<file path="config.mk">
export PLATFORM = sky130hd
export DESIGN_NAME = bcc_charge_ctrl
export DESIGN_NICKNAME = d
export VERILOG_FILES = /design/src/core/bcc_pkg.sv /design/src/core/bcc_charge_ctrl.sv /design/src/core/bcc_flag_sync.sv /design/src/core/bcc_int_pulse.sv
export SDC_FILE = /design/constraint.sdc
export NUM_CORES = 1
export LEC_CHECK = 0
export BUFFER_PORTS_ARGS = -buffer_cell sky130_fd_sc_hd__buf_2
export CORE_UTILIZATION = 30
export CTS_CLUSTER_DIAMETER = 50
export DETAILED_ROUTE_END_ITERATION = 8
export PLACE_DENSITY_LB_ADDON = 0.15
export SYNTH_ARGS = -nofsm -noshare
export SYNTH_HDL_FRONTEND = slang
export SYNTH_SLANG_ARGS = --single-unit
export TNS_END_PERCENT = 50
</file>
<file path="constraint.sdc">
create_clock -name ref_clk -period 10.3 [get_ports ref_clk]
set_input_delay 3.09 -clock ref_clk [delete_from_list [all_inputs] [get_ports ref_clk]]
set_output_delay 3.09 -clock ref_clk [all_outputs]
set_load 0.02 [all_outputs]
</file>
<file path="src/core/bcc_pkg.sv">
// Constants, register map and types for the charge cycle controller
// Behaviour
// - Supplement mode: switch on, 30 mV drop
// - Leave supplement below battery depletion threshold
// - Enable bit and pin run cycle autonomously
// - Reset defaults 4.208 V, 2.048 A, 256 mA
// - Start needs converter, enable, current, no faults
// - Terminate: low current, full battery, no regulation
// - Auto recharge below selectable recharge threshold
// - Toggling enable pin or bit restarts
// - Status pin low/high/blink, disable bit
// - Phase code 00/01/10/11
// - Completion sets done and interrupts host
// - Current chosen by battery voltage band
// - Regulation suspends termination, halves timer rate
// - After done switch off, supplement still allowed
// - Termination enable zero blocks termination
// - Target voltage adds clamped IR compensation
// - Charge only inside T1-T5, else suspend
// - Warm zone lowers target 200 mV
// - Cool zone current 20% or 50%
// - Cool termination scaled, warm unscaled
// - Boost suspended outside window unless code 11
// - Interrupt is 256 us low pulse
`default_nettype none

package bcc_pkg;
    // ------------------------------------------------------------
    // Register offsets
    // ------------------------------------------------------------
    localparam logic [7:0] OFS_CTRL = 8'h00;
    localparam logic [7:0] OFS_CHARGE_VOLTAGE_SETTING = 8'h01;
    localparam logic [7:0] OFS_FAST_CHARGE_CURRENT_SETTING = 8'h02;
    localparam logic [7:0] OFS_ITERM = 8'h03;
    localparam logic [7:0] OFS_IPRE = 8'h04;
    localparam logic [7:0] OFS_COMP = 8'h05;
    localparam logic [7:0] OFS_BOOST = 8'h06;
    localparam logic [7:0] OFS_STATUS = 8'h07;
    // ------------------------------------------------------------
    // Control fields and reset values
    // ------------------------------------------------------------
    localparam int CTL_CHG_EN = 0;
    localparam int CTL_TERM_EN = 1;
    localparam int CTL_STATUS_PIN_DISABLE = 2;
    localparam int CTL_SW_DIS = 3;
    localparam int CTL_RECHG_SEL = 4;
    localparam int CTL_WARM_VSEL = 5;
    localparam int CTL_COOL_ISEL = 6;
    localparam int CTL_COOL_TSCALE = 7;
    localparam logic [7:0] RST_CTRL = 8'h03;
    localparam logic [7:0] RST_CHARGE_VOLTAGE_SETTING = 8'h17;   // 3840 + 23*16 = 4208 mV
    localparam logic [7:0] RST_FAST_CHARGE_CURRENT_SETTING = 8'h20;   // 32*64 = 2048 mA
    localparam logic [7:0] RST_ITERM = 8'h04;  // 4*64 = 256 mA
    localparam logic [7:0] RST_IPRE = 8'h02;   // 2*64 = 128 mA
    localparam logic [7:0] RST_COMP = 8'h00;
    localparam logic [7:0] RST_BOOST = 8'h00;
    // ------------------------------------------------------------
    // Scales and fixed values
    // ------------------------------------------------------------
    localparam logic [15:0] CHARGE_VOLTAGE_SETTING_BASE_MV = 16'h0F00;  // 3840 mV
    localparam int CHARGE_VOLTAGE_SETTING_LSB_SHIFT = 4;                // 16 mV steps
    localparam int CUR_LSB_SHIFT = 6;                 // 64 mA steps
    localparam int CLAMP_LSB_SHIFT = 5;               // 32 mV steps
    localparam logic [15:0] WARM_DROP_MV = 16'h00C8;  // 200 mV
    localparam logic [15:0] SHORT_CUR_MA = 16'h0064;  // Short battery current
    localparam logic [7:0] SW_VDS_MIN_MV = 8'h1E;     // 30 mV
    localparam logic [1:0] BOOST_MON_OFF = 2'h3;
    localparam logic [1:0] PH_DISABLED = 2'h0;
    localparam logic [1:0] PH_PRE = 2'h1;
    localparam logic [1:0] PH_FAST = 2'h2;
    localparam logic [1:0] PH_DONE = 2'h3;
    // ------------------------------------------------------------
    // Timing
    // ------------------------------------------------------------
    localparam int CLK_KHZ = 20000;
    localparam int INT_PULSE_US = 256;
    localparam int INT_PULSE_CYC = INT_PULSE_US * CLK_KHZ / 1000;
    localparam int BLINK_HALF_MS = 500;
    localparam int BLINK_HALF_CYC = BLINK_HALF_MS * CLK_KHZ;
    // Synchronised flag positions
    localparam int NFLAG = 14;
    localparam int F_CONV = 0;
    localparam int F_SYS_LT_BAT = 1;
    localparam int F_BAT_DEPL = 2;
    localparam int F_BAT_2V = 3;
    localparam int F_BAT_3V = 4;
    localparam int F_I_LT_TERM = 5;
    localparam int F_BAT_GT_RECHG = 6;
    localparam int F_PWR_LIM = 7;
    localparam int F_THERM = 8;
    localparam int F_TS_IN = 9;
    localparam int F_TS_COOL = 10;
    localparam int F_TS_WARM = 11;
    localparam int F_TS_BOOST = 12;
    localparam int F_TMR_FAULT = 13;

    typedef enum logic [3:0] {
        ST_IDLE = 4'h1,
        ST_CHARGE = 4'h2,
        ST_SUSPEND = 4'h4,
        ST_DONE = 4'h8
    } bcc_state_t;
endpackage

`default_nettype wire

</file>
<file path="src/core/bcc_charge_ctrl.sv">
// Charge cycle controller top: registers, cycle state machine, targets
//
// Chosen here: the plain strobed port and the register offsets.
`default_nettype none

module bcc_charge_ctrl
    import bcc_pkg::*;
#(
    parameter int PULSE_CYC = INT_PULSE_CYC,
    parameter int BLINK_CYC = BLINK_HALF_CYC
) (
    input wire logic ref_clk,
    input wire logic rst_b,
    input wire logic [7:0] regAddr,
    input wire logic [7:0] regWdata,
    input wire logic regWr,
    input wire logic regRd,
    output logic [7:0] regRdata,
    input wire logic chargeEnablePin_b,
    input wire logic [NFLAG-1:0] analogFlags,
    input wire logic [7:0] chargeCurrentCode,
    output logic [1:0] chargePhaseStatus,
    output logic [15:0] chargeCurrentTarget,
    output logic [15:0] termCurrentTarget,
    output logic [15:0] chargeVoltageTarget,
    output logic rechargeThresholdSelect,
    output logic timerHalfRate,
    output logic batterySwitchOn,
    output logic batterySwitchLinear,
    output logic [7:0] batterySwitchVdsMin,
    output logic boostRun,
    output logic statPinOut,
    output logic statPinOe_b,
    output logic int_b
);
    // ------------------------------------------------------------
    // Reset release and input synchronisation
    // ------------------------------------------------------------
    logic [1:0] rstPipe;
    logic rstSync_b;
    logic [NFLAG:0] flags;
    logic doneFire;

    // Release is synchronised so all flops leave reset on one edge
    always_ff @(posedge ref_clk or negedge rst_b) begin
        if (!rst_b) begin
            rstPipe <= 2'h0;
        end else begin
            rstPipe <= {rstPipe[0], 1'b1};
        end
    end
    assign rstSync_b = rstPipe[1];

    // Enable pin rides the same synchroniser as the comparators
    bcc_flag_sync #(.W(NFLAG + 1)) uSync (
        .ref_clk(ref_clk),
        .rstSync_b(rstSync_b),
        .rawFlags({chargeEnablePin_b, analogFlags}),
        .syncFlags(flags)
    );

    bcc_int_pulse #(.PULSE_CYC(PULSE_CYC)) uIrq (
        .ref_clk(ref_clk),
        .rstSync_b(rstSync_b),
        .fire(doneFire),
        .int_b(int_b)
    );

    // ------------------------------------------------------------
    // State
    // ------------------------------------------------------------
    typedef struct packed {
        bcc_state_t state;
        logic [7:0] ctrl;
        logic [7:0] charge_voltage_setting;
        logic [7:0] fast_charge_current_setting;
        logic [7:0] iterm;
        logic [7:0] ipre;
        logic [7:0] comp;
        logic [7:0] boost;
        logic [7:0] rdata;
        logic supplement;
        logic fire;
        logic [1:0] phase;
        logic [15:0] iTarget;
        logic [15:0] tTarget;
        logic [15:0] vTarget;
        logic halfRate;
        logic swOn;
        logic boostOn;
        logic statOe_b;
        logic blink;
        logic [23:0] blinkCnt;
    } bcc_top_t;

    bcc_top_t st, next_st;

    logic pinLow;
    logic chargeOk;
    logic startOk;
    logic inReg;
    logic termOk;
    logic [15:0] fastMa;
    logic [15:0] termMa;
    logic [15:0] irMv;
    logic [15:0] clampMv;
    logic [15:0] compMv;

    // Read decode, used for read data and the status view
    function automatic logic [7:0] readReg(input bcc_top_t s, input logic [7:0] a);
        logic [7:0] v;
        v = 8'h00;
        unique case (a)
            OFS_CTRL: v = s.ctrl;
            OFS_CHARGE_VOLTAGE_SETTING: v = s.charge_voltage_setting;
            OFS_FAST_CHARGE_CURRENT_SETTING: v = s.fast_charge_current_setting;
            OFS_ITERM: v = s.iterm;
            OFS_IPRE: v = s.ipre;
            OFS_COMP: v = s.comp;
            OFS_BOOST: v = s.boost;
            OFS_STATUS: v = {2'h0, s.boostOn, s.supplement, s.swOn, s.statOe_b, s.phase};
            default: v = 8'h00;
        endcase
        return v;
    endfunction

    // ------------------------------------------------------------
    // Qualification terms
    // ------------------------------------------------------------
    always_comb begin
        pinLow = !flags[NFLAG];
        // Bit and pin together enable the autonomous cycle
        chargeOk = st.ctrl[CTL_CHG_EN] && pinLow && flags[F_CONV]
            && (st.fast_charge_current_setting != 8'h00) && !st.ctrl[CTL_SW_DIS];
        // Start also needs thermistor window and no timer fault
        startOk = chargeOk && flags[F_TS_IN] && !flags[F_TMR_FAULT];
        inReg = flags[F_PWR_LIM] || flags[F_THERM];
        // Regulation and a cleared enable bit block termination
        termOk = st.ctrl[CTL_TERM_EN] && flags[F_I_LT_TERM]
            && flags[F_BAT_GT_RECHG] && !inReg;
    end

    // ------------------------------------------------------------
    // Targets: current by band and zone, voltage with compensation
    // ------------------------------------------------------------
    always_comb begin
        fastMa = 16'(st.fast_charge_current_setting) << CUR_LSB_SHIFT;
        termMa = 16'(st.iterm) << CUR_LSB_SHIFT;
        // Cool zone trims fast current
        if (flags[F_TS_COOL]) begin
            fastMa = st.ctrl[CTL_COOL_ISEL] ? 16'(fastMa / 16'h0005) : (fastMa >> 1);
            // Cool zone scales the termination level too
            termMa = st.ctrl[CTL_COOL_TSCALE] ? 16'(termMa / 16'h0005) : (termMa >> 1);
        end
        // 50 mA per code times 20 mOhm per code gives 1 mV per unit
        irMv = 16'(chargeCurrentCode) * 16'(st.comp[2:0]);
        clampMv = 16'(st.comp[5:3]) << CLAMP_LSB_SHIFT;
        compMv = (irMv < clampMv) ? irMv : clampMv;
    end

    // ------------------------------------------------------------
    // Next state: bus, cycle machine, supplement, pins
    // ------------------------------------------------------------
    always_comb begin
        next_st = st;
        next_st.fire = 1'b0;
        next_st.rdata = 8'h00;
        // Registers apply on the next cycle, even mid-charge
        if (regWr) begin
            unique case (regAddr)
                OFS_CTRL: next_st.ctrl = regWdata;
                OFS_CHARGE_VOLTAGE_SETTING: next_st.charge_voltage_setting = regWdata;
                OFS_FAST_CHARGE_CURRENT_SETTING: next_st.fast_charge_current_setting = regWdata;
                OFS_ITERM: next_st.iterm = regWdata;
                OFS_IPRE: next_st.ipre = regWdata;
                OFS_COMP: next_st.comp = regWdata;
                OFS_BOOST: next_st.boost = regWdata;
                default: next_st.ctrl = st.ctrl;
            endcase
        end
        if (regRd) begin
            next_st.rdata = readReg(st, regAddr);
        end

        // Cycle machine
        unique case (st.state)
            ST_IDLE: begin
                // Re-enable after done lands here first
                if (startOk) begin
                    next_st.state = ST_CHARGE;
                end
            end
            ST_CHARGE: begin
                if (!chargeOk) begin
                    next_st.state = ST_IDLE;
                end else if (!flags[F_TS_IN] || flags[F_TMR_FAULT]) begin
                    next_st.state = ST_SUSPEND;
                end else if (termOk) begin
                    next_st.state = ST_DONE;
                    next_st.fire = 1'b1;
                end
            end
            ST_SUSPEND: begin
                if (!chargeOk) begin
                    next_st.state = ST_IDLE;
                end else if (flags[F_TS_IN] && !flags[F_TMR_FAULT]) begin
                    next_st.state = ST_CHARGE;
                end
            end
            ST_DONE: begin
                if (!chargeOk) begin
                    next_st.state = ST_IDLE;
                end else if (!flags[F_BAT_GT_RECHG]) begin
                    next_st.state = ST_CHARGE;
                end
            end
        endcase

        // Supplement on when system sags, off at depletion
        if (flags[F_BAT_DEPL]) begin
            next_st.supplement = 1'b0;
        end else if (flags[F_SYS_LT_BAT]) begin
            next_st.supplement = 1'b1;
        end

        // Phase code and current by battery band
        if (st.state == ST_DONE) begin
            next_st.phase = PH_DONE;
        end else if (st.state == ST_IDLE) begin
            next_st.phase = PH_DISABLED;
        end else begin
            next_st.phase = flags[F_BAT_3V] ? PH_FAST : PH_PRE;
        end
        if (!flags[F_BAT_2V]) begin
            next_st.iTarget = SHORT_CUR_MA;
        end else if (!flags[F_BAT_3V]) begin
            next_st.iTarget = 16'(st.ipre) << CUR_LSB_SHIFT;
        end else begin
            next_st.iTarget = fastMa;
        end
        if (st.state != ST_CHARGE) begin
            next_st.iTarget = 16'h0000;
        end
        next_st.tTarget = termMa;
        next_st.vTarget = CHARGE_VOLTAGE_SETTING_BASE_MV + (16'(st.charge_voltage_setting) << CHARGE_VOLTAGE_SETTING_LSB_SHIFT) + compMv;
        // Warm derate unless warm select bit is set
        if (flags[F_TS_WARM] && !st.ctrl[CTL_WARM_VSEL]) begin
            next_st.vTarget = next_st.vTarget - WARM_DROP_MV;
        end
        next_st.halfRate = (st.state == ST_CHARGE) && inReg;

        // Switch off after done, supplement may reopen it
        next_st.swOn = !st.ctrl[CTL_SW_DIS] && (st.supplement
            || st.state == ST_CHARGE || st.state == ST_SUSPEND);
        // Boost runs only inside its window unless monitor off
        next_st.boostOn = st.boost[2] && ((st.boost[1:0] == BOOST_MON_OFF)
            || flags[F_TS_BOOST]);

        // Slow blink for faults; a 24-bit count covers half a second
        if (st.blinkCnt == 24'h000000) begin
            next_st.blinkCnt = 24'(BLINK_CYC - 1);
            next_st.blink = !st.blink;
        end else begin
            next_st.blinkCnt = st.blinkCnt - 24'h000001;
        end
        // Status pin: low charging, released done/off, blink on fault
        if (st.ctrl[CTL_STATUS_PIN_DISABLE]) begin
            next_st.statOe_b = 1'b1;
        end else if (st.state == ST_SUSPEND
                || (st.boost[2] && !st.boostOn && st.boost[1:0] != BOOST_MON_OFF)) begin
            next_st.statOe_b = st.blink;
        end else begin
            next_st.statOe_b = (st.state != ST_CHARGE);
        end
    end

    always_ff @(posedge ref_clk or negedge rstSync_b) begin
        if (!rstSync_b) begin
            st <= '0;
            st.state <= ST_IDLE;
            // Parameter defaults after reset
            st.ctrl <= RST_CTRL;
            st.charge_voltage_setting <= RST_CHARGE_VOLTAGE_SETTING;
            st.fast_charge_current_setting <= RST_FAST_CHARGE_CURRENT_SETTING;
            st.iterm <= RST_ITERM;
            st.ipre <= RST_IPRE;
            st.comp <= RST_COMP;
            st.boost <= RST_BOOST;
            st.statOe_b <= 1'b1;
        end else begin
            st <= next_st;
        end
    end

    // ------------------------------------------------------------
    // Outputs from flops, except the fixed Vds minimum and status pin level
    // ------------------------------------------------------------
    assign regRdata = st.rdata;
    assign chargePhaseStatus = st.phase;
    assign chargeCurrentTarget = st.iTarget;
    assign termCurrentTarget = st.tTarget;
    assign chargeVoltageTarget = st.vTarget;
    assign rechargeThresholdSelect = st.ctrl[CTL_RECHG_SEL];
    assign timerHalfRate = st.halfRate;
    assign batterySwitchOn = st.swOn;
    assign batterySwitchLinear = st.supplement;
    assign batterySwitchVdsMin = SW_VDS_MIN_MV;
    assign boostRun = st.boostOn;
    assign statPinOut = 1'b0;
    assign statPinOe_b = st.statOe_b;
    assign doneFire = st.fire;

    // ------------------------------------------------------------
    // Assertions
    // ------------------------------------------------------------
    property p_start;
        @(posedge ref_clk) disable iff (!rstSync_b)
        (st.state == ST_IDLE ##1 st.state == ST_CHARGE) |-> $past(startOk);
    endproperty
    a_start: assert property (p_start) else $error("start without qualification");

    property p_term;
        @(posedge ref_clk) disable iff (!rstSync_b)
        (st.state == ST_CHARGE ##1 st.state == ST_DONE) |-> $past(termOk);
    endproperty
    a_term: assert property (p_term) else $error("termination without its conditions");

    property p_doneIrq;
        @(posedge ref_clk) disable iff (!rstSync_b)
        (st.state == ST_CHARGE ##1 st.state == ST_DONE) |-> ##[1:3] !int_b;
    endproperty
    a_doneIrq: assert property (p_doneIrq) else $error("no interrupt on completion");

    property p_donePhase;
        @(posedge ref_clk) disable iff (!rstSync_b)
        st.state == ST_DONE ##1 st.state == ST_DONE |-> chargePhaseStatus == PH_DONE;
    endproperty
    a_donePhase: assert property (p_donePhase) else $error("done phase code wrong");

    property p_recharge;
        @(posedge ref_clk) disable iff (!rstSync_b)
        st.state == ST_DONE && chargeOk && !flags[F_BAT_GT_RECHG] |=> st.state == ST_CHARGE;
    endproperty
    a_recharge: assert property (p_recharge) else $error("no automatic recharge");

    property p_deplete;
        @(posedge ref_clk) disable iff (!rstSync_b)
        flags[F_BAT_DEPL] |=> !batterySwitchLinear;
    endproperty
    a_deplete: assert property (p_deplete) else $error("supplement kept past depletion");

    property p_doneSwitch;
        @(posedge ref_clk) disable iff (!rstSync_b)
        st.state == ST_DONE && !st.supplement |=> !batterySwitchOn;
    endproperty
    a_doneSwitch: assert property (p_doneSwitch) else $error("switch on after done");

    property p_tsSuspend;
        @(posedge ref_clk) disable iff (!rstSync_b)
        st.state == ST_CHARGE && chargeOk && !flags[F_TS_IN] |=> st.state == ST_SUSPEND;
    endproperty
    a_tsSuspend: assert property (p_tsSuspend) else $error("charging outside window");

    property p_boost;
        @(posedge ref_clk) disable iff (!rstSync_b)
        st.boost[1:0] != BOOST_MON_OFF && !flags[F_TS_BOOST] |=> !boostRun;
    endproperty
    a_boost: assert property (p_boost) else $error("boost outside window");

    property p_statLow;
        @(posedge ref_clk) disable iff (!rstSync_b)
        st.state == ST_CHARGE && !st.ctrl[CTL_STATUS_PIN_DISABLE] && !st.boost[2] |=> !statPinOe_b;
    endproperty
    a_statLow: assert property (p_statLow) else $error("status pin not low");

    c_done: cover property (@(posedge ref_clk) disable iff (!rstSync_b)
        st.state == ST_CHARGE ##1 st.state == ST_DONE);
    c_recharge: cover property (@(posedge ref_clk) disable iff (!rstSync_b)
        st.state == ST_DONE ##1 st.state == ST_CHARGE);
    c_suspend: cover property (@(posedge ref_clk) disable iff (!rstSync_b)
        st.state == ST_SUSPEND ##1 st.state == ST_CHARGE);
endmodule

`default_nettype wire

</file>
<file path="src/core/bcc_flag_sync.sv">
// Two-flop synchroniser bank for comparator flags
`default_nettype none

module bcc_flag_sync
    import bcc_pkg::*;
#(
    parameter int W = NFLAG
) (
    input wire logic ref_clk,
    input wire logic rstSync_b,
    input wire logic [W-1:0] rawFlags,
    output logic [W-1:0] syncFlags
);
    typedef struct packed {
        logic [W-1:0] stage1;
        logic [W-1:0] stage2;
    } bcc_sync_t;

    bcc_sync_t st, next_st;

    // Stage one feeds only stage two
    always_comb begin
        next_st.stage1 = rawFlags;
        next_st.stage2 = st.stage1;
    end

    always_ff @(posedge ref_clk or negedge rstSync_b) begin
        if (!rstSync_b) begin
            st <= '0;
        end else begin
            st <= next_st;
        end
    end

    assign syncFlags = st.stage2;
endmodule

`default_nettype wire

</file>
<file path="src/core/bcc_int_pulse.sv">
// Fixed-length active-low interrupt pulse generator
`default_nettype none

module bcc_int_pulse
    import bcc_pkg::*;
#(
    parameter int PULSE_CYC = INT_PULSE_CYC
) (
    input wire logic ref_clk,
    input wire logic rstSync_b,
    input wire logic fire,
    output logic int_b
);
    typedef struct packed {
        logic [15:0] count;
        logic pin_b;
    } bcc_pulse_t;

    bcc_pulse_t st, next_st;

    // Retrigger during a pulse is merged into the running pulse
    always_comb begin
        next_st = st;
        if (fire && st.pin_b) begin
            next_st.count = 16'(PULSE_CYC - 1);
            next_st.pin_b = 1'b0;
        end else if (!st.pin_b) begin
            if (st.count == 16'h0000) begin
                next_st.pin_b = 1'b1;
            end else begin
                next_st.count = st.count - 16'h0001;
            end
        end
    end

    always_ff @(posedge ref_clk or negedge rstSync_b) begin
        if (!rstSync_b) begin
            st <= '{count: 16'h0000, pin_b: 1'b1};
        end else begin
            st <= next_st;
        end
    end

    assign int_b = st.pin_b;

    property p_pulseLen;
        @(posedge ref_clk) disable iff (!rstSync_b)
        $fell(st.pin_b) |-> (!st.pin_b)[*8];
    endproperty
    a_pulseLen: assert property (p_pulseLen) else $error("interrupt pulse too short");
endmodule

`default_nettype wire

</file>
==> qor.tcl, run 1 <==
set qor(status) {finished, violations left}
set qor(failed_checks) {DRC}
set qor(synth_area_leaders) {sky130_fd_sc_hd__dfrtp_1 (36%), sky130_fd_sc_hd__mux2_2 (5.4%), sky130_fd_sc_hd__ha_1 (4.4%)}
set qor(h-tree-depth) 4
set qor(design.die.area_um2) 42900
set qor(finish.net_count) 1446
set qor(setup.worst_path.class) {reg2reg}
set qor(clock_sinks) 193
set qor(core_um2) 41100
set qor(globalplace.congestion) 0.847
set qor(die_h_um) 207
set qor(syn_area_per_cell_um2) 9.46
set qor(worst_hold_path.endpoint) {uSync.syncFlags[1]$_DFF_PN0_}
set qor(antenna_found_initial) 1
set qor(std_cell_rows) 74
set qor(detailedPlacementHpwl_mm) 24.1
set qor(via_count_of_the_first_global_routing_pass) 9487
set qor(synth_top_area_share_pct) 35.9
set qor(ant_nets) 0
set qor(initial_detailed_routing_violation_count) 661
set qor(r2r_cells) 33
set qor(rsz0062_at_grt) {false}
set qor(fmax_mhz) 116
set qor(max_cap_violations) 0
set qor(min_delay_path_depth) 0
set qor(static-leakage-power_uw) 0.00612
set qor(drc) 14
set qor(yosys_register_bits) 193
set qor(synth_enable_flop_cells) 0
set qor(power-per-cell-area_nw_per_um2) 178
set qor(cell_count_after_synthesis) 1333
set qor(buffer_depth_of_the_longest_clock_path) 2
set qor(critical_path_cell_count) 33
set qor(grt_util_all_layers_pct) 15.6
set qor(drt_pass1_iterations) 9
set qor(synth.distinct_cells) 110
set qor(hold_path_startpoint) {uSync.next_st[1]$_DFF_PN0_}
set qor(worstPathMaxFanout) 23
set qor(finalSetupViolations) 0
set qor(later_pin_clock_latency_in_the_skew_report_ps) 470
set qor(setup_total_negative_slack_ps) 0
set qor(layout_worst_path_cycle_share_pct) 83.5
set qor(synth_ff_type) {sky130_fd_sc_hd__dfrtp_1}
set qor(place.port_buffers) 103
set qor(start_util_pct) 30.7
set qor(max-vdd-ir-drop_uv) 105
set qor(synth_sequential_area_ratio_pct) 38.4
set qor(grt_max_degree) 76
set qor(post_synth_most_frequent_cells) {sky130_fd_sc_hd__dfrtp_1 (181), sky130_fd_sc_hd__nand2_1 (115), sky130_fd_sc_hd__nor2_1 (91)}
set qor(drv_slew) 0
set qor(ys.warnings.count) 0
set qor(worstSetupEndpointType) {flip-flop}
set qor(path_buf_inv) 6
set qor(regToRegStartpoint) {st[128]$_DFFE_PN0P_}
set qor(grt_first_pass_wirelength_mm) 53.1
set qor(vias) 9765
set qor(cts-root-buf) {sky130_fd_sc_hd__clkbuf_16}
set qor(yosysTopAreaCell) {sky130_fd_sc_hd__dfrtp_1}
set qor(cts_hold_buffers) 0
set qor(fin_cells) 1897
set qor(slowest_stage) {sky130_fd_sc_hd__dfrtp_1}
set qor(final-hold-violation-count) 0
set qor(regToRegEndpoint) {chargeCurrentTarget[0]$_DFF_PN0_}
set qor(grt.overflow.total) 0
set qor(worst_path_largest_cell_delay_ps) 780
set qor(cts_post_setup_buffers_inserted) 0
set qor(cts.reportedPaths.clkPinSlew_ps) 70
set qor(dr_wl_cell_um) 17.4
set qor(setup.worst_path.start_class) {flip-flop}
set qor(dieWidth_um) 207
set qor(yosys.cell_count.top_type) {sky130_fd_sc_hd__dfrtp_1}
set qor(post_synth_instance_area_um2) 12600
set qor(boundaryPins) 117
set qor(cts_tree) {built}
set qor(clock_skew_ps) 15.3
set qor(fillerInstances) 4337
set qor(synthArstFlopShare_pct) 100
set qor(drt_wl_total_mm) 33.0
set qor(rrSetupSlack_ps) 1700
set qor(via_density_per_instance) 5.15
set qor(layout_min_cycle_time_ps) 8600
set qor(holdCritPathClass) {reg2reg}
set qor(post_cts_resized) 0
set qor(synthToLayoutAreaGrowth_pct) 8.96
set qor(numCtsBuffers) 17
set qor(dpl.cell_count) 1864
set qor(worst_slew_pin_slew_ps) 1160
set qor(critical_path_required_ps) 10670
set qor(kind_of_cell_adding_the_most_delay_to_the_critical_path) {compound AO/OA/AOI/OAI gates}
set qor(layout-drive-gt1-share_pct) 19.1
set qor(worst_ep_arrival_time_ps) 8970
set qor(worst_slew_margin_rel_pct) 21.9
## per-layer routing
| metal | vias up | routed length [um] | track usage [%] |
|---|---|---|---|
| li1 | 4753 | - | - |
| met1 | 4770 | 16300 | 22.1 |
| met2 | 202 | 14900 | 23.9 |
| met3 | 40 | 1210 | 2.77 |
| met4 | 0 | 625 | 4.86 |
| met5 | - | 0 | 0 |
## through the flow
| step | util, % | setup slack [ps] | power (uW) | hold slack [ps] | cell area, um2 |
|---|---|---|---|---|---|
| finish | 33.4 | 1700 | 2450 | 350 | 13700 |
| global route | 33.4 | 923 | 2620 | 360 | 13700 |
| CTS | 33.4 | 1860 | 2480 | 352 | 13700 |
| detailed placement | 31.9 | 1730 | 1750 | 336 | 13100 |
| global placement | 31.9 | 1840 | 1750 | 334 | 13100 |
| floorplan | - | 2280 | 1580 | 331 | 12700 |
## worst max-delay path by stage
stage / start / to / slack (ps)
final: st[128]$_DFFE_PN0P_ / chargeCurrentTarget[0]$_DFF_PN0_ / 1700
after CTS: st[128]$_DFFE_PN0P_ / chargeCurrentTarget[0]$_DFF_PN0_ / 1860
after global placement: chargeCurrentCode[0] / chargeVoltageTarget[13]$_DFF_PN0_ / 1840
after detailed placement: chargeCurrentCode[0] / chargeVoltageTarget[13]$_DFF_PN0_ / 1730
after floorplan: chargeCurrentCode[0] / chargeVoltageTarget[13]$_DFF_PN0_ / 2280
after global routing: st[125]$_DFFE_PN0P_ / chargeCurrentTarget[0]$_DFF_PN0_ / 920
## layout make-up
cell class | count | area (um2) | area share, %
Antenna cell | 2 | 5.00 | 0.0364
Clock buffer | 20 | 457 | 3.32
Clock inverter | 11 | 148 | 1.07
Inverter | 75 | 282 | 2.05
Multi-Input combinational cell | 949 | 6730 | 49.0
Sequential cell | 193 | 4850 | 35.3
Tap cell | 532 | 666 | 4.85
Timing Repair Buffer | 115 | 606 | 4.41
## power breakdown
group | switching [uW] | internal, uW | leakage, uW
Clock | 332 | 378 | 0.000298
Sequential | 52.1 | 806 | 0.00248
Combinational | 528 | 355 | 0.00334
Total | 912 | 1540 | 0.00612
## sequential cells by signal (all words and copies together), names as in the netlist, 3 cells and up
name	flops
st	81
uIrq.st	16
chargeVoltageTarget	15
uSync.next_st	15
uSync.syncFlags	15
chargeCurrentTarget	14
termCurrentTarget	14
regRdata	8
clampMv	3
## worst register-to-register path, delay by kind of cell, from the launching register on
kind | cells | cell delay (ps)
AND/OR/NAND/NOR | 8 | 1230
buffers and inverters | 6 | 750
AO/OA/AOI/OAI | 14 | 4010
flip-flops | 1 | 780
adder cells (fa/ha/maj) | 5 | 1720
## layout by cell type, fill, tap and decap left out, types with 16 or more instances in the layout
master,n
sky130_fd_sc_hd__dfrtp_1,180
sky130_fd_sc_hd__nand2_1,115
sky130_fd_sc_hd__buf_2,103
sky130_fd_sc_hd__nor2_1,91
sky130_fd_sc_hd__inv_1,71
sky130_fd_sc_hd__o21ai_0,63
sky130_fd_sc_hd__mux2_2,61
sky130_fd_sc_hd__a21oi_1,59
sky130_fd_sc_hd__ha_1,44
sky130_fd_sc_hd__xnor2_1,38
sky130_fd_sc_hd__nor3_1,24
sky130_fd_sc_hd__xor2_1,23
sky130_fd_sc_hd__a22oi_1,22
sky130_fd_sc_hd__nand2b_1,21
sky130_fd_sc_hd__nand3_1,20
sky130_fd_sc_hd__o211ai_1,18
sky130_fd_sc_hd__or3_1,17
sky130_fd_sc_hd__conb_1,17
sky130_fd_sc_hd__clkbuf_16,17
sky130_fd_sc_hd__mux2i_1,16
sky130_fd_sc_hd__nor2b_1,16
sky130_fd_sc_hd__and2_1,16
## kinds of logic (layout without fill, tap and decap cells)
group / count (synthesis) / in the layout / synth area share [%]
simple gates: 407 / 407 / 16.8
flops: 193 / 193 / 38.4
other cells: 2 / 19 / 0.0596
buf+inv: 206 / 221 / 8.66
fa+ha+maj: 54 / 54 / 5.81
compound gates: 331 / 331 / 19.0
xor+xnor: 62 / 62 / 4.37
mux: 78 / 78 / 6.90
Power figures use the tool's default switching activity.
==> run 2: changes to the inputs <==
Settings changed: ABC_AREA set to 1.
Clock period 10.3 ns to 7.14 ns, I/O delays scaled along.
==> run 2 against run 1 <==
Against the previous run:
- synthesized area decreased by 7.7%
- die area shrank 7.6%
- cell area down 4.9%
- synthesized cell count is 9.7% higher
- critical path depth shrank 1
- first-iteration DRC count fell by 23%
- sequential share of layout area up 1.8 points
- largest power group unchanged
- critical path type is now in2reg
- setup slack worse by 1200 ps
- the flow now finishes without violations
- critical endpoint is now chargeVoltageTarget[12]$_DFF_PN0_
- sequential power grew 42%
- non-clock buffer count grew 3
==> qor.tcl, run 2 <==
set qor(worst_path_largest_cell_delay_ps) 550 ;# was 780 ps
set qor(clock_skew_ps) 9.13 ;# was 15.3 ps
set qor(max-vdd-ir-drop_uv) 213 ;# was 105 uV
set qor(worst_slew_margin_rel_pct) 27.3 ;# was 21.9%
set qor(status) {finished clean} ;# was finished, violations left
set qor(cts-root-buf) {sky130_fd_sc_hd__clkbuf_16} ;# unchanged
set qor(ys.warnings.count) 0 ;# unchanged
set qor(cell_count_after_synthesis) 1462 ;# was 1333
set qor(static-leakage-power_uw) 0.00674 ;# was 0.00612 uW
set qor(layout_worst_path_cycle_share_pct) 92.8
set qor(grt.overflow.total) 0 ;# unchanged
set qor(globalplace.congestion) 0.809 ;# was 0.847
set qor(post_synth_most_frequent_cells) {sky130_fd_sc_hd__nand2_1 (312), sky130_fd_sc_hd__inv_1 (206), sky130_fd_sc_hd__dfrtp_1 (181)} ;# was sky130_fd_sc_hd__dfrtp_1 (181), sky130_fd_sc_hd__nand2_1 (115), sky130_fd_sc_hd__nor2_1 (91)
set qor(layout_min_cycle_time_ps) 6620
set qor(die_h_um) 199 ;# was 207 um
set qor(initial_detailed_routing_violation_count) 512 ;# was 661
set qor(core_um2) 37900 ;# was 41100 um2
set qor(max_cap_violations) 0 ;# unchanged
set qor(synth.distinct_cells) 56 ;# was 110
set qor(clock_sinks) 193 ;# unchanged
set qor(fmax_mhz) 151
set qor(critical_path_required_ps) 7470 ;# was 10670 ps
set qor(synth_top_area_share_pct) 38.9 ;# was 35.9%
set qor(max_reg_flops) 81 ;# unchanged
set qor(std_cell_rows) 71 ;# was 74
set qor(dpl.cell_count) 2021 ;# was 1864
set qor(yosysTopAreaCell) {sky130_fd_sc_hd__dfrtp_1} ;# unchanged
set qor(grt_max_degree) 144 ;# was 76
set qor(cpMostUsedCell) {sky130_fd_sc_hd__nand2_1}
set qor(cts_tree) {built} ;# unchanged
set qor(drt_wl_total_mm) 29.2 ;# was 33.0 mm
set qor(final-seq-area_um2) 4850 ;# about the same
set qor(vias) 9236 ;# was 9765
set qor(yosys.cell_count.top_type) {sky130_fd_sc_hd__nand2_1} ;# was sky130_fd_sc_hd__dfrtp_1
set qor(place.port_buffers) 103 ;# unchanged
set qor(worstPathMaxFanout) 7 ;# was 23
set qor(syn_area_per_cell_um2) 7.96 ;# was 9.46 um2
set qor(fillerInstances) 4012 ;# was 4337
set qor(grt_util_all_layers_pct) 15.6 ;# about the same
set qor(yosys_register_bits) 193 ;# unchanged
set qor(design.die.area_um2) 39600 ;# was 42900 um2
set qor(layout-drive-gt1-share_pct) 17.5 ;# was 19.1%
set qor(n_antenna_cell) 0 ;# was 2
set qor(antenna_found_initial) 0 ;# was 1
set qor(detailedPlacementHpwl_mm) 22.4 ;# was 24.1 mm
set qor(later_pin_clock_latency_in_the_skew_report_ps) 450 ;# was 470 ps
set qor(cts.reportedPaths.clkPinSlew_ps) 70 ;# about the same
set qor(via_density_per_instance) 4.50 ;# was 5.15
set qor(worst_ep_arrival_time_ps) 6950 ;# was 8970 ps
set qor(ant_nets) 0 ;# unchanged
set qor(multi_input_comb_area_um2) 5430 ;# was 6730 um2
set qor(post_synth_instance_area_um2) 11600 ;# was 12600 um2
set qor(numCtsBuffers) 17 ;# unchanged
set qor(drt_pass1_iterations) 5 ;# was 9
set qor(dieWidth_um) 199 ;# was 207 um
set qor(most_flops_register) {st} ;# unchanged
set qor(power.total_uw) 4800 ;# was 2450 uW
set qor(dpl-instance-area_um2) 12400 ;# was 13100 um2
set qor(start_util_pct) 30.7 ;# about the same
set qor(buffer_depth_of_the_longest_clock_path) 2 ;# unchanged
set qor(postLayoutCellArea_um2) 13100 ;# was 13700 um2
set qor(synth_enable_flop_cells) 0 ;# unchanged
set qor(synthToLayoutAreaGrowth_pct) 12.2 ;# was 8.96%
set qor(boundaryPins) 117 ;# unchanged
set qor(h-tree-depth) 4 ;# unchanged
set qor(worst_slew_pin_slew_ps) 1080 ;# was 1160 ps
set qor(synth_ff_type) {sky130_fd_sc_hd__dfrtp_1} ;# unchanged
set qor(finish.net_count) 1624 ;# was 1446
set qor(mostFrequentLayoutCell) {sky130_fd_sc_hd__nand2_1} ;# was sky130_fd_sc_hd__dfrtp_1
set qor(setup.worst_path.start_class) {primary input} ;# was flip-flop
set qor(layout.cells.most_common_list) {sky130_fd_sc_hd__nand2_1 (312), sky130_fd_sc_hd__inv_1 (206), sky130_fd_sc_hd__dfrtp_1 (179)} ;# was sky130_fd_sc_hd__dfrtp_1 (180), sky130_fd_sc_hd__nand2_1 (115), sky130_fd_sc_hd__buf_2 (103)
set qor(grt_first_pass_wirelength_mm) 48.1 ;# was 53.1 mm
set qor(dr_wl_cell_um) 14.2 ;# was 17.4 um
set qor(holdCritPathClass) {reg2reg} ;# unchanged
set qor(fin_cells) 2053 ;# was 1897
set qor(setup.worst_path.class) {in2reg} ;# was reg2reg
set qor(synth_area_leaders) {sky130_fd_sc_hd__dfrtp_1 (39%), sky130_fd_sc_hd__nand2_1 (10%), sky130_fd_sc_hd__inv_1 (6.6%)} ;# was sky130_fd_sc_hd__dfrtp_1 (36%), sky130_fd_sc_hd__mux2_2 (5.4%), sky130_fd_sc_hd__ha_1 (4.4%)
set qor(power-per-cell-area_nw_per_um2) 367 ;# was 178 nW/um2
set qor(synthArstFlopShare_pct) 100 ;# unchanged
set qor(synth_sequential_area_ratio_pct) 41.6 ;# was 38.4%
set qor(via_count_of_the_first_global_routing_pass) 9020 ;# was 9487
set qor(finalSetupViolations) 0 ;# unchanged
set qor(final-hold-violation-count) 0 ;# unchanged
set qor(slowest_stage) {sky130_fd_sc_hd__fa_1} ;# was sky130_fd_sc_hd__dfrtp_1
set qor(cts_post_setup_buffers_inserted) 0 ;# unchanged
set qor(worstSetupEndpointType) {flip-flop} ;# unchanged
set qor(drv_slew) 0 ;# unchanged
set qor(largestRegisters) {st: 81 flops, uIrq.st: 16 flops} ;# unchanged
set qor(drc) 0 ;# was 14
-- run 2: changes by cell type after synthesis, moves of 17 or more --
cell / delta
sky130_fd_sc_hd__nand2_1: +197
sky130_fd_sc_hd__o21ai_0: +60
sky130_fd_sc_hd__clkbuf_1: -21
sky130_fd_sc_hd__nand2_2: +42
sky130_fd_sc_hd__xnor2_1: -26
sky130_fd_sc_hd__or3_1: -17
sky130_fd_sc_hd__inv_1: +135
sky130_fd_sc_hd__nand2b_1: -21
sky130_fd_sc_hd__a22oi_1: -20
sky130_fd_sc_hd__nand3_1: +71
sky130_fd_sc_hd__mux2_2: -61
-- run 2: cell type report --
cell class	count	share of cell area, %
multi-input cells	973	41.6
clock inverters	13	1.49
inverters	226	6.51
repair buffers	118	4.91
well taps	511	4.90
flip-flops and latches	193	37.1
clock buffers	19	3.47
-- run 2: what timing repair did --
item / CTS / global route
hold endpoints to repair: 0 / 0
gates resized for setup: 0 / 7
hold buffers: 0 / 0
endpoints found under the setup margin: 0 / 6
-- run 2: metrics by stage --
step | util (%) | hold WS (ps) | setup slack, ps | TNS, ps
after floorplan | - | 331 | 287 | 0
after global placement | 32.7 | 332 | -11.1 | -11.1
after detailed placement | 32.7 | 335 | -121 | -263
after CTS | 34.4 | 351 | 336 | 0
after global routing | 34.4 | 357 | -24.0 | -44.2
final | 34.4 | 349 | 517 | 0
-- run 2: critical path: cells and delay by family --
kind | cells | cell delay (ps)
adder cells (fa/ha/maj) | 7 | 2230
AND/OR/NAND/NOR | 11 | 1060
XOR/XNOR | 2 | 310
buffers and inverters | 6 | 330
AO/OA/AOI/OAI | 6 | 870
-- run 2: where the power goes --
part,switching (uW),internal (uW),leakage [uW]
Sequential,55.8,1160,0.00248
Clock,451,613,0.000313
Combinational,1660,854,0.00395
-- run 2: cells by family (layout without fill, tap and decap cells) --
kind of cell               Yosys count  in the layout  share of synthesized area (%)
AOI/OAI and AO/OA                  232            232                           11.5
xor gates and xnor gates            34             34                           2.56
adders and majority gates           52             52                           6.11
buffers and inverters              311            376                           12.4
DFF                                193            193                           41.6
other                                2             17                         0.0645
and+or+nand+nor                    638            638                           25.7
-- run 2: worst paths after layout --
path / startpoint / endpoint / slack (ps) / cells after the start
hold reg to reg: uSync.next_st[8]$_DFF_PN0_ / uSync.syncFlags[8]$_DFF_PN0_ / 350 / 0
hold / removal: uSync.next_st[8]$_DFF_PN0_ / uSync.syncFlags[8]$_DFF_PN0_ / 350 / 0
max in group asynchronous: rstPipe[1]$_DFF_PN0_ / st[127]$_DFFE_PN0P_ / 5510 / 1
min in group asynchronous: rstPipe[1]$_DFF_PN0_ / chargeVoltageTarget[0]$_DFF_PN0_ / 390 / 0
setup / recovery: chargeCurrentCode[0] / chargeVoltageTarget[12]$_DFF_PN0_ / 520 / 32
setup reg to reg: st[126]$_DFFE_PN1P_ / chargeCurrentTarget[0]$_DFF_PN0_ / 760 / 50
-- run 2: routing by layer --
layer  routed length [um]  up-vias  GRT usage (%)
met5                    0        -              0
met4                  255        0           3.33
met3                  908       21           2.56
li1                     -     4769              -
met2                13500      136           25.3
met1                14600     4310           21.8
